**config.mk**
```make
export PLATFORM = sky130hd
export DESIGN_NAME = entry_mem_flat
export DESIGN_NICKNAME = d
export VERILOG_FILES = /design/src/include/entry_pkg.sv /design/src/include/entry_if.sv /design/src/hw/pin_sync.sv /design/src/hw/entry_mem.sv /design/src/flat_wrapper.sv
export SDC_FILE = /design/constraint.sdc
export NUM_CORES = 1
export LEC_CHECK = 0
export ABC_AREA = 1
export BUFFER_PORTS_ARGS = -buffer_cell sky130_fd_sc_hd__buf_2
export CORE_UTILIZATION = 52
export CTS_CLUSTER_DIAMETER = 50
export DETAILED_ROUTE_END_ITERATION = 8
export GPL_TIMING_DRIVEN = 0
export PLACE_DENSITY = 0.76
export SLEW_MARGIN = 25
export SYNTH_ARGS = -nofsm -noshare
export SYNTH_HDL_FRONTEND = slang
export SYNTH_SLANG_ARGS = --single-unit
```
**constraint.sdc**
```tcl
create_clock -name CLK -period 1.4 [get_ports CLK]
set_input_delay 0.42 -clock CLK [delete_from_list [all_inputs] [get_ports CLK]]
set_output_delay 0.42 -clock CLK [all_outputs]
set_load 0.05 [all_outputs]
```
**src/include/entry_pkg.sv**
```systemverilog
// Purpose: Shared constants and types for the register-entry sequence link.
// Assumes: 22-bit address, 16-bit data, asynchronous cycles sampled by CLK.
// Notes: Control registers are 22 bits wide; only the low 16 bits are reachable.
package entry_pkg;
	localparam int ADDR_W = 22;
	localparam int DATA_W = 16;
	localparam int REG_W = 22;
	localparam logic [ADDR_W-1:0] TOP_ADDR = 22'h3F_FFFF;
	localparam logic [DATA_W-1:0] SEL_REFRESH = 16'h0000;
	localparam logic [DATA_W-1:0] SEL_BUS = 16'h0001;
	localparam logic [DATA_W-1:0] SEL_IDENT = 16'h0002;
	localparam logic [REG_W-1:0] REFRESH_RESET = 22'h00_0000;
	localparam logic [REG_W-1:0] BUS_RESET = 22'h00_0000;
	// Identification value is arbitrary.
	localparam logic [REG_W-1:0] IDENT_VALUE = 22'h00_1234;
	// Host phase lengths in CLK cycles: select low time and high gap.
	// The low time must outlast the memory's input filter delay, or a read samples the bus before it is driven.
	localparam logic [3:0] ACCESS_CYCLES = 4'h6;
	localparam logic [3:0] GAP_CYCLES = 4'h2;
	typedef enum logic [1:0] {TGT_REFRESH = 2'b00, TGT_BUS = 2'b01, TGT_IDENT = 2'b10, TGT_NONE = 2'b11} target_type;
	typedef enum logic [2:0] {DET_IDLE = 3'b000, DET_READ1 = 3'b001, DET_READ2 = 3'b011,
		DET_SELECT = 3'b010, DET_FINAL = 3'b110} det_state_type;
	function automatic target_type decode_target(input logic [DATA_W-1:0] value);
		if (value == SEL_REFRESH)
		begin
			return TGT_REFRESH;
		end
		if (value == SEL_BUS)
		begin
			return TGT_BUS;
		end
		if (value == SEL_IDENT)
		begin
			return TGT_IDENT;
		end
		return TGT_NONE;
	endfunction : decode_target
endpackage : entry_pkg

```
**src/include/entry_if.sv**
```systemverilog
// Purpose: Asynchronous parallel bus between the host controller and the memory.
// Assumes: The testbench resolves the data wire from the two enables.
// Notes: Output enables are active low; a low enable means that end drives data.
`timescale 1ns/1ps
interface entry_if;
	import entry_pkg::*;
	logic select_n;
	logic write_n;
	logic output_en_n;
	logic address_valid_n;
	logic bus_clk;
	logic [ADDR_W-1:0] addr;
	logic [DATA_W-1:0] host_dq_out;
	logic host_dq_oe_n;
	logic [DATA_W-1:0] mem_dq_out;
	logic mem_dq_oe_n;
	logic [DATA_W-1:0] dq_in;
	modport host (output select_n, write_n, output_en_n, address_valid_n, bus_clk, addr,
		host_dq_out, host_dq_oe_n, input dq_in);
	modport mem (input select_n, write_n, output_en_n, address_valid_n, bus_clk, addr, dq_in,
		output mem_dq_out, mem_dq_oe_n);
endinterface : entry_if

```
**src/hw/pin_sync.sv**
```systemverilog
// Purpose: Three-stage synchroniser with agreement filter for pin inputs.
// Assumes: Input is asynchronous to CLK.
// Notes: The first stage is read only by the second stage.
`timescale 1ns/1ps
module pin_sync #(parameter int W = 1, parameter logic [W-1:0] INIT = '0)
(
	// Clock and reset
	input wire logic CLK,
	input wire logic RST,
	// Pin and filtered level
	input wire logic [W-1:0] PIN,
	output logic [W-1:0] LEVEL
);
	logic [W-1:0] stage1;
	logic [W-1:0] stage2;
	logic [W-1:0] stage3;
	logic [W-1:0] next_level;

	always_comb
	begin
		next_level = LEVEL;
		if (stage2 == stage3)
		begin
			next_level = stage3;
		end
	end

	always_ff @(posedge CLK)
	begin
		if (RST)
		begin
			stage1 <= INIT;
			stage2 <= INIT;
			stage3 <= INIT;
			LEVEL <= INIT;
		end
		else
		begin
			stage1 <= PIN;
			stage2 <= stage1;
			stage3 <= stage2;
			LEVEL <= next_level;
		end
	end
endmodule : pin_sync

```
**src/hw/entry_mem.sv**
```systemverilog
// Purpose: Memory end that detects the four-cycle register entry sequence.
// Assumes: Array accesses outside the sequence are served elsewhere.
// Notes: A cycle is counted when select rises after being low.
`timescale 1ns/1ps

// Operation
// - Four cycles, all at the all-ones address.
// - First two cycles are back-to-back reads.
// - Third cycle writes top, picks the register.
// - Fourth write loads register; fourth read drives it.
// - Register read-back is supported.
// - Values come from the sixteen data lines.
// - Only low sixteen of twenty-two bits reachable.
// - Host uses asynchronous timing only.
// - Host holds clock low throughout.
// - Selector 00 refresh, 01 bus, 02 identification.
// - Any other order or count fails entry.
// - Host toggles select between cycles.
// - Host holds the top address each cycle.
module entry_mem
(
	// Clock and reset
	input wire logic CLK,
	input wire logic RST,
	// Bus
	entry_if.mem bus,
	// Register contents and status
	output logic [entry_pkg::REG_W-1:0] REFRESH_CONFIG,
	output logic [entry_pkg::REG_W-1:0] BUS_CONFIG,
	output logic REGISTER_MODE,
	output logic ENTRY_DONE
);
	import entry_pkg::*;
	logic sel_n;
	logic wr_n;
	logic oe_n;
	logic [ADDR_W-1:0] addr_s;
	logic [DATA_W-1:0] dq_s;
	logic sel_prev;
	logic cyc_write;
	logic cyc_top;
	logic next_cyc_write;
	logic next_cyc_top;
	logic [DATA_W-1:0] cyc_data;
	logic [DATA_W-1:0] next_cyc_data;
	logic cyc_end;
	det_state_type state;
	det_state_type next_state;
	target_type target;
	target_type next_target;
	logic [REG_W-1:0] refresh_config_reg;
	logic [REG_W-1:0] bus_config_reg;
	logic [REG_W-1:0] next_refresh;
	logic [REG_W-1:0] next_bus;
	logic next_done;
	logic [DATA_W-1:0] read_value;
	logic [DATA_W-1:0] dq_out;
	logic [DATA_W-1:0] next_dq_out;

	pin_sync #(.W(3), .INIT(3'b111)) ctl_sync (
		.CLK(CLK),
		.RST(RST),
		.PIN({bus.select_n, bus.write_n, bus.output_en_n}),
		.LEVEL({sel_n, wr_n, oe_n})
	);
	// Address and data are filtered apart: the data lines wander while nobody drives them.
	// A shared filter would then never agree and would hold the address at its reset value.
	pin_sync #(.W(ADDR_W)) addr_sync (
		.CLK(CLK),
		.RST(RST),
		.PIN(bus.addr),
		.LEVEL(addr_s)
	);
	pin_sync #(.W(DATA_W)) dq_sync (
		.CLK(CLK),
		.RST(RST),
		.PIN(bus.dq_in),
		.LEVEL(dq_s)
	);

	////////////////////////////////////////////////////////////////////////////
	// Capture the cycle kind while select is low; a write on any sample after the first low one counts.
	assign cyc_end = sel_n && !sel_prev;

	always_comb
	begin
		next_cyc_write = cyc_write;
		next_cyc_top = cyc_top;
		next_cyc_data = cyc_data;
		if (!sel_n && sel_prev)
		begin
			next_cyc_write = 1'b0;
			next_cyc_top = 1'b1;
		end
		else if (!sel_n)
		begin
			if (!wr_n)
			begin
				next_cyc_write = 1'b1;
				next_cyc_data = dq_s;
			end
			if (addr_s != TOP_ADDR)
			begin
				next_cyc_top = 1'b0;
			end
		end
	end

	////////////////////////////////////////////////////////////////////////////
	// Sequence detector; any deviation falls back to idle or a fresh first read.
	always_comb
	begin
		next_state = state;
		next_target = target;
		next_refresh = refresh_config_reg;
		next_bus = bus_config_reg;
		next_done = 1'b0;
		if (cyc_end)
		begin
			unique case (state)
				DET_IDLE, DET_READ1, DET_READ2:
				begin
					if (cyc_top && !cyc_write && state != DET_READ2)
					begin
						next_state = (state == DET_IDLE) ? DET_READ1 : DET_READ2;
					end
					else if (cyc_top && cyc_write && state == DET_READ2)
					begin
						next_state = DET_FINAL;
						next_target = decode_target(cyc_data);
					end
					else
					begin
						next_state = (cyc_top && !cyc_write) ? DET_READ1 : DET_IDLE;
					end
				end
				DET_FINAL:
				begin
					if (cyc_top && cyc_write)
					begin
						// Upper six bits keep their value.
						if (target == TGT_REFRESH)
						begin
							next_refresh = {refresh_config_reg[REG_W-1:DATA_W], cyc_data};
						end
						if (target == TGT_BUS)
						begin
							next_bus = {bus_config_reg[REG_W-1:DATA_W], cyc_data};
						end
					end
					next_done = cyc_top;
					next_state = DET_IDLE;
				end
				default:
				begin
					next_state = DET_IDLE;
				end
			endcase
		end
	end

	// Read-back of the selected register's low sixteen bits.
	always_comb
	begin
		unique case (target)
			TGT_REFRESH: read_value = refresh_config_reg[DATA_W-1:0];
			TGT_BUS: read_value = bus_config_reg[DATA_W-1:0];
			TGT_IDENT: read_value = IDENT_VALUE[DATA_W-1:0];
			TGT_NONE: read_value = '0;
		endcase
	end

	assign next_dq_out = read_value;

	always_ff @(posedge CLK)
	begin
		if (RST)
		begin
			sel_prev <= 1'b1;
			cyc_write <= 1'b0;
			cyc_top <= 1'b0;
			cyc_data <= '0;
			state <= DET_IDLE;
			target <= TGT_NONE;
			refresh_config_reg <= REFRESH_RESET;
			bus_config_reg <= BUS_RESET;
			ENTRY_DONE <= 1'b0;
			dq_out <= '0;
		end
		else
		begin
			sel_prev <= sel_n;
			cyc_write <= next_cyc_write;
			cyc_top <= next_cyc_top;
			cyc_data <= next_cyc_data;
			state <= next_state;
			target <= next_target;
			refresh_config_reg <= next_refresh;
			bus_config_reg <= next_bus;
			ENTRY_DONE <= next_done;
			dq_out <= next_dq_out;
		end
	end

	////////////////////////////////////////////////////////////////////////////
	// Drives only during a fourth-cycle read; the latency of the synchronisers limits speed.
	assign REGISTER_MODE = (state == DET_FINAL);
	assign REFRESH_CONFIG = refresh_config_reg;
	assign BUS_CONFIG = bus_config_reg;
	assign bus.mem_dq_out = dq_out;
	assign bus.mem_dq_oe_n = !(state == DET_FINAL && !sel_n && !oe_n && wr_n);
endmodule : entry_mem

```
**src/flat_wrapper.sv**
```systemverilog
// flat-port wrapper written by rule: the top's interface ports become plain ports
module entry_mem_flat import entry_pkg::*;
  (CLK, RST, REFRESH_CONFIG, BUS_CONFIG, REGISTER_MODE, ENTRY_DONE, bus_select_n, bus_write_n, bus_output_en_n, bus_address_valid_n, bus_bus_clk, bus_addr, bus_dq_in, bus_mem_dq_out, bus_mem_dq_oe_n);
  entry_if bus_i ();
  input wire logic CLK;
  input wire logic RST;
  output logic [entry_pkg::REG_W-1:0] REFRESH_CONFIG;
  output logic [entry_pkg::REG_W-1:0] BUS_CONFIG;
  output logic REGISTER_MODE;
  output logic ENTRY_DONE;
  input wire logic [$bits(bus_i.select_n)-1:0] bus_select_n;
  input wire logic [$bits(bus_i.write_n)-1:0] bus_write_n;
  input wire logic [$bits(bus_i.output_en_n)-1:0] bus_output_en_n;
  input wire logic [$bits(bus_i.address_valid_n)-1:0] bus_address_valid_n;
  input wire logic [$bits(bus_i.bus_clk)-1:0] bus_bus_clk;
  input wire logic [$bits(bus_i.addr)-1:0] bus_addr;
  input wire logic [$bits(bus_i.dq_in)-1:0] bus_dq_in;
  output wire logic [$bits(bus_i.mem_dq_out)-1:0] bus_mem_dq_out;
  output wire logic [$bits(bus_i.mem_dq_oe_n)-1:0] bus_mem_dq_oe_n;
  assign bus_i.select_n = bus_select_n;
  assign bus_i.write_n = bus_write_n;
  assign bus_i.output_en_n = bus_output_en_n;
  assign bus_i.address_valid_n = bus_address_valid_n;
  assign bus_i.bus_clk = bus_bus_clk;
  assign bus_i.addr = bus_addr;
  assign bus_i.dq_in = bus_dq_in;
  assign bus_mem_dq_out = bus_i.mem_dq_out;
  assign bus_mem_dq_oe_n = bus_i.mem_dq_oe_n;
  entry_mem u_core (.CLK(CLK), .RST(RST), .bus(bus_i), .REFRESH_CONFIG(REFRESH_CONFIG), .BUS_CONFIG(BUS_CONFIG), .REGISTER_MODE(REGISTER_MODE), .ENTRY_DONE(ENTRY_DONE));
endmodule
```
==> qor.csv <==
metric,value,unit
Avg Inst Size Synth,7.714,um^2
worst path required time,0.98,ns
Overflow after GRT,0,
CTS tree,yes,
Fin Setup TNS,-11.16,ns
R2R setup slack,-0.33,ns
"area leader, netlist",dfxtp_1,
area growth from synthesis to layout,40.99,%
maximum VDD drop,919.0,uV
Post-synth top cells,"dfxtp_1 (237), inv_1 (222), nor2_1 (184)",
antenna-violating nets left,0,
Worst R2R Path Depth,4,
Clock Pin Slew Worst Setup and Hold Paths,0.06,ns
f_max,555.1,MHz
Seq cells post-synth,237,
Final Core Density,75.92,%
largest net degree at the start of global routing,14,
CTS HTree Levels,1,
Sink Count,237,
worst hold path type,in2reg,
Pwr per Cell Area,1255,nW/um^2
Final min period,1.801,ns
clock skew,0.01438,ns
Die Ht,131.2,um
row cnt,46,
max cap viols,0,
initial antenna violation count,0,
routed wire length,23.91,mm
drt first pass iters,5,
Ant. Diodes,0,
Routed WL per cell,15.32,um
"Seq/Total Area, Yosys",54.67,%
Final setup viols,127,
Static Leakage,0.005440,uW
Die W,131.2,um
Synth Flop Type,dfxtp_1,
Slew headroom,48.24,%
post-synth top area share,54.67,%
R2R Path End,u_core.bus.mem_dq_out[2],
"Slew Viols, Final",0,
via count,7740,
Critical Path Source Type,flip-flop,
CORE AREA,16120,um^2
io pins,108,
GP Congestion,0.8774,
Worst Tran Pin Value,0.7683,ns
die footprint,17210,um^2
Hold Path Stages,2,
worst setup path end,bus_mem_dq_oe_n,
Synth area leaders,"dfxtp_1 (55%), inv_1 (9.6%), nor2_1 (8.0%)",
# hold bufs at CTS,0,
Final #Nets,1373,
DR iter-0 viols,480,
Worst Setup End Kind,output port,
layout cells sized above 1,36.36,%
vias per inst,4.958,
Post-synth EDFFs,0,
Post-Syn Area,8678,um^2
RSZ-0062 raised after global routing,yes,
Root Driver,clkbuf_16,
Worst R2R Start,u_core.target[0],
Fin. Hold Viols,0,
Clock Path Buffers,3,
Final WS setup,-0.4014,ns
placed cell count,1444,
critical path class,reg2out,
vias in the first global route,7081,
GRT Util Overall,22.83,%
CP Data Arrival Time,1.38,ns
Residual DRC,0,
status,finished with violations,
failing checks,negative setup slack,
"Clk Latency, worst-skew pair",0.53,ns
first-pass GRT wire length,32.36,mm
Post-Syn Instances,1125,
Port Buffer Count,92,
CTS Buf Count,26,
most frequent cell after synthesis,dfxtp_1,
post-DP HPWL,11.53,mm
Initial Util,53.85,%
Syn. warnings,0,
Non-Filler Instances,1561,
Async SR Flop Fraction,0,%
CP max FO,5,
distinct cell type count after synthesis,27,
fin crit share,128.7,%
Worst Setup SP,u_core.state[0],
[area by class of cell]
class	instances	area, um^2
Clock buffer	35	755.7
Fill cell	1005	3880
Buffer	64	452.9
Inverter	226	848.3
Tap cell	216	270.3
Sequential cell	237	4878
Timing Repair Buffer	164	1546
Clock inverter	10	142.6
Multi-Input combinational cell	609	3341
[stage by stage]
step                hold WS [ns]  instance area, um^2  worst slack, ns  total power [uW]
floorplan                 0.3883                 8736          -0.2642              7901
global placement          0.3906                 9467          -0.5494              8100
detailed placement        0.3933                 9467          -0.5800              8122
CTS                      0.06973                11460          -0.3957             15130
global route             0.07304                12240          -0.4683             15890
finish                   0.08408                12240          -0.4014             15360
[cell usage in the layout, fill, tap and decap left out, types with 6 or more instances in the layout]
| cell type | instances |
|---|---|
| nand3_1 | 23 |
| nand2_1 | 120 |
| buf_8 | 40 |
| a21oi_2 | 23 |
| conb_1 | 12 |
| nand2_2 | 26 |
| clkbuf_2 | 10 |
| inv_1 | 197 |
| inv_2 | 28 |
| buf_6 | 41 |
| nor2_2 | 9 |
| dfxtp_1 | 158 |
| buf_2 | 42 |
| xor2_1 | 10 |
| nor3_1 | 8 |
| nand3_2 | 14 |
| xnor2_1 | 10 |
| nand2_4 | 6 |
| clkbuf_16 | 28 |
| nor2_1 | 172 |
| buf_4 | 71 |
| nor2_4 | 8 |
| dfxtp_4 | 14 |
| or2_2 | 10 |
| o21ai_0 | 21 |
| nand4_1 | 35 |
| o21ai_2 | 21 |
| o21ai_4 | 7 |
| dfxtp_2 | 65 |
| clkbuf_1 | 20 |
| a21oi_1 | 60 |
[worst min path at each step]
stage,from,to,slack (ns)
3_3_place_gp,u_core.dq_sync.stage1[6],u_core.dq_sync.stage2[6],0.39
5_1_grt,bus_select_n,u_core.ctl_sync.stage1[2],0.07
3_5_place_dp,u_core.addr_sync.stage1[12],u_core.addr_sync.stage2[12],0.39
2_1_floorplan,u_core.addr_sync.stage1[0],u_core.addr_sync.stage2[0],0.39
6_report,bus_write_n,u_core.ctl_sync.stage1[1],0.08
4_1_cts,bus_write_n,u_core.ctl_sync.stage1[1],0.07
[metal layers]
metal  share of wire (%)  global-route usage (%)
met3                 7.3                   3.858
met1                  38                   25.58
met2                  49                   41.84
met5                   0                       0
met4                 5.4                   10.72
[where the power goes]
group          switching, uW  internal (uW)  total (uW)
Sequential               103           6930        7030
Combinational            773            504        1280
Clock                   2710           4340        7050
Total                   3590          11800       15400
[timing repair]
item / in CTS / in global routing
gates resized for setup: 279 / 207
setup buffers: 35 / 28
hold endpoints to repair: 0 / 0
pin swaps: 11 / 76
endpoints found under the setup margin: 138 / 144
gates cloned: 3 / 8
[state kept, by name, indices dropped and copies added, names as in the netlist, 2 cells and up]
name	flops
u_core.addr_sync.LEVEL	22
u_core.addr_sync.stage1	22
u_core.addr_sync.stage2	22
u_core.addr_sync.stage3	22
u_core.BUS_CONFIG	16
u_core.REFRESH_CONFIG	16
u_core.bus.mem_dq_out	16
u_core.cyc_data	16
u_core.dq_sync.LEVEL	16
u_core.dq_sync.stage1	16
u_core.dq_sync.stage2	16
u_core.dq_sync.stage3	16
u_core.ctl_sync.LEVEL	3
u_core.ctl_sync.stage1	3
u_core.ctl_sync.stage2	3
u_core.ctl_sync.stage3	3
u_core.state	3
u_core.target	2
[critical path: stages (launching register included)]
cell,delay (ns)
dfxtp_2,0.36
nor3_4,0.26
nand2_2,0.08
buf_8,0.16
[kinds of logic (layout without fill, tap and decap cells)]
group / count (synthesis) / after routing / synth area share [%]
AND/OR/NAND/NOR: 437 / 437 / 21.42
buffers and inverters: 290 / 499 / 13.49
flip-flops: 237 / 237 / 54.67
AO/OA/AOI/OAI: 139 / 139 / 8.247
XOR/XNOR: 21 / 21 / 2.119
other: 1 / 12 / 0.04321
Power figures use the tool's default switching activity.
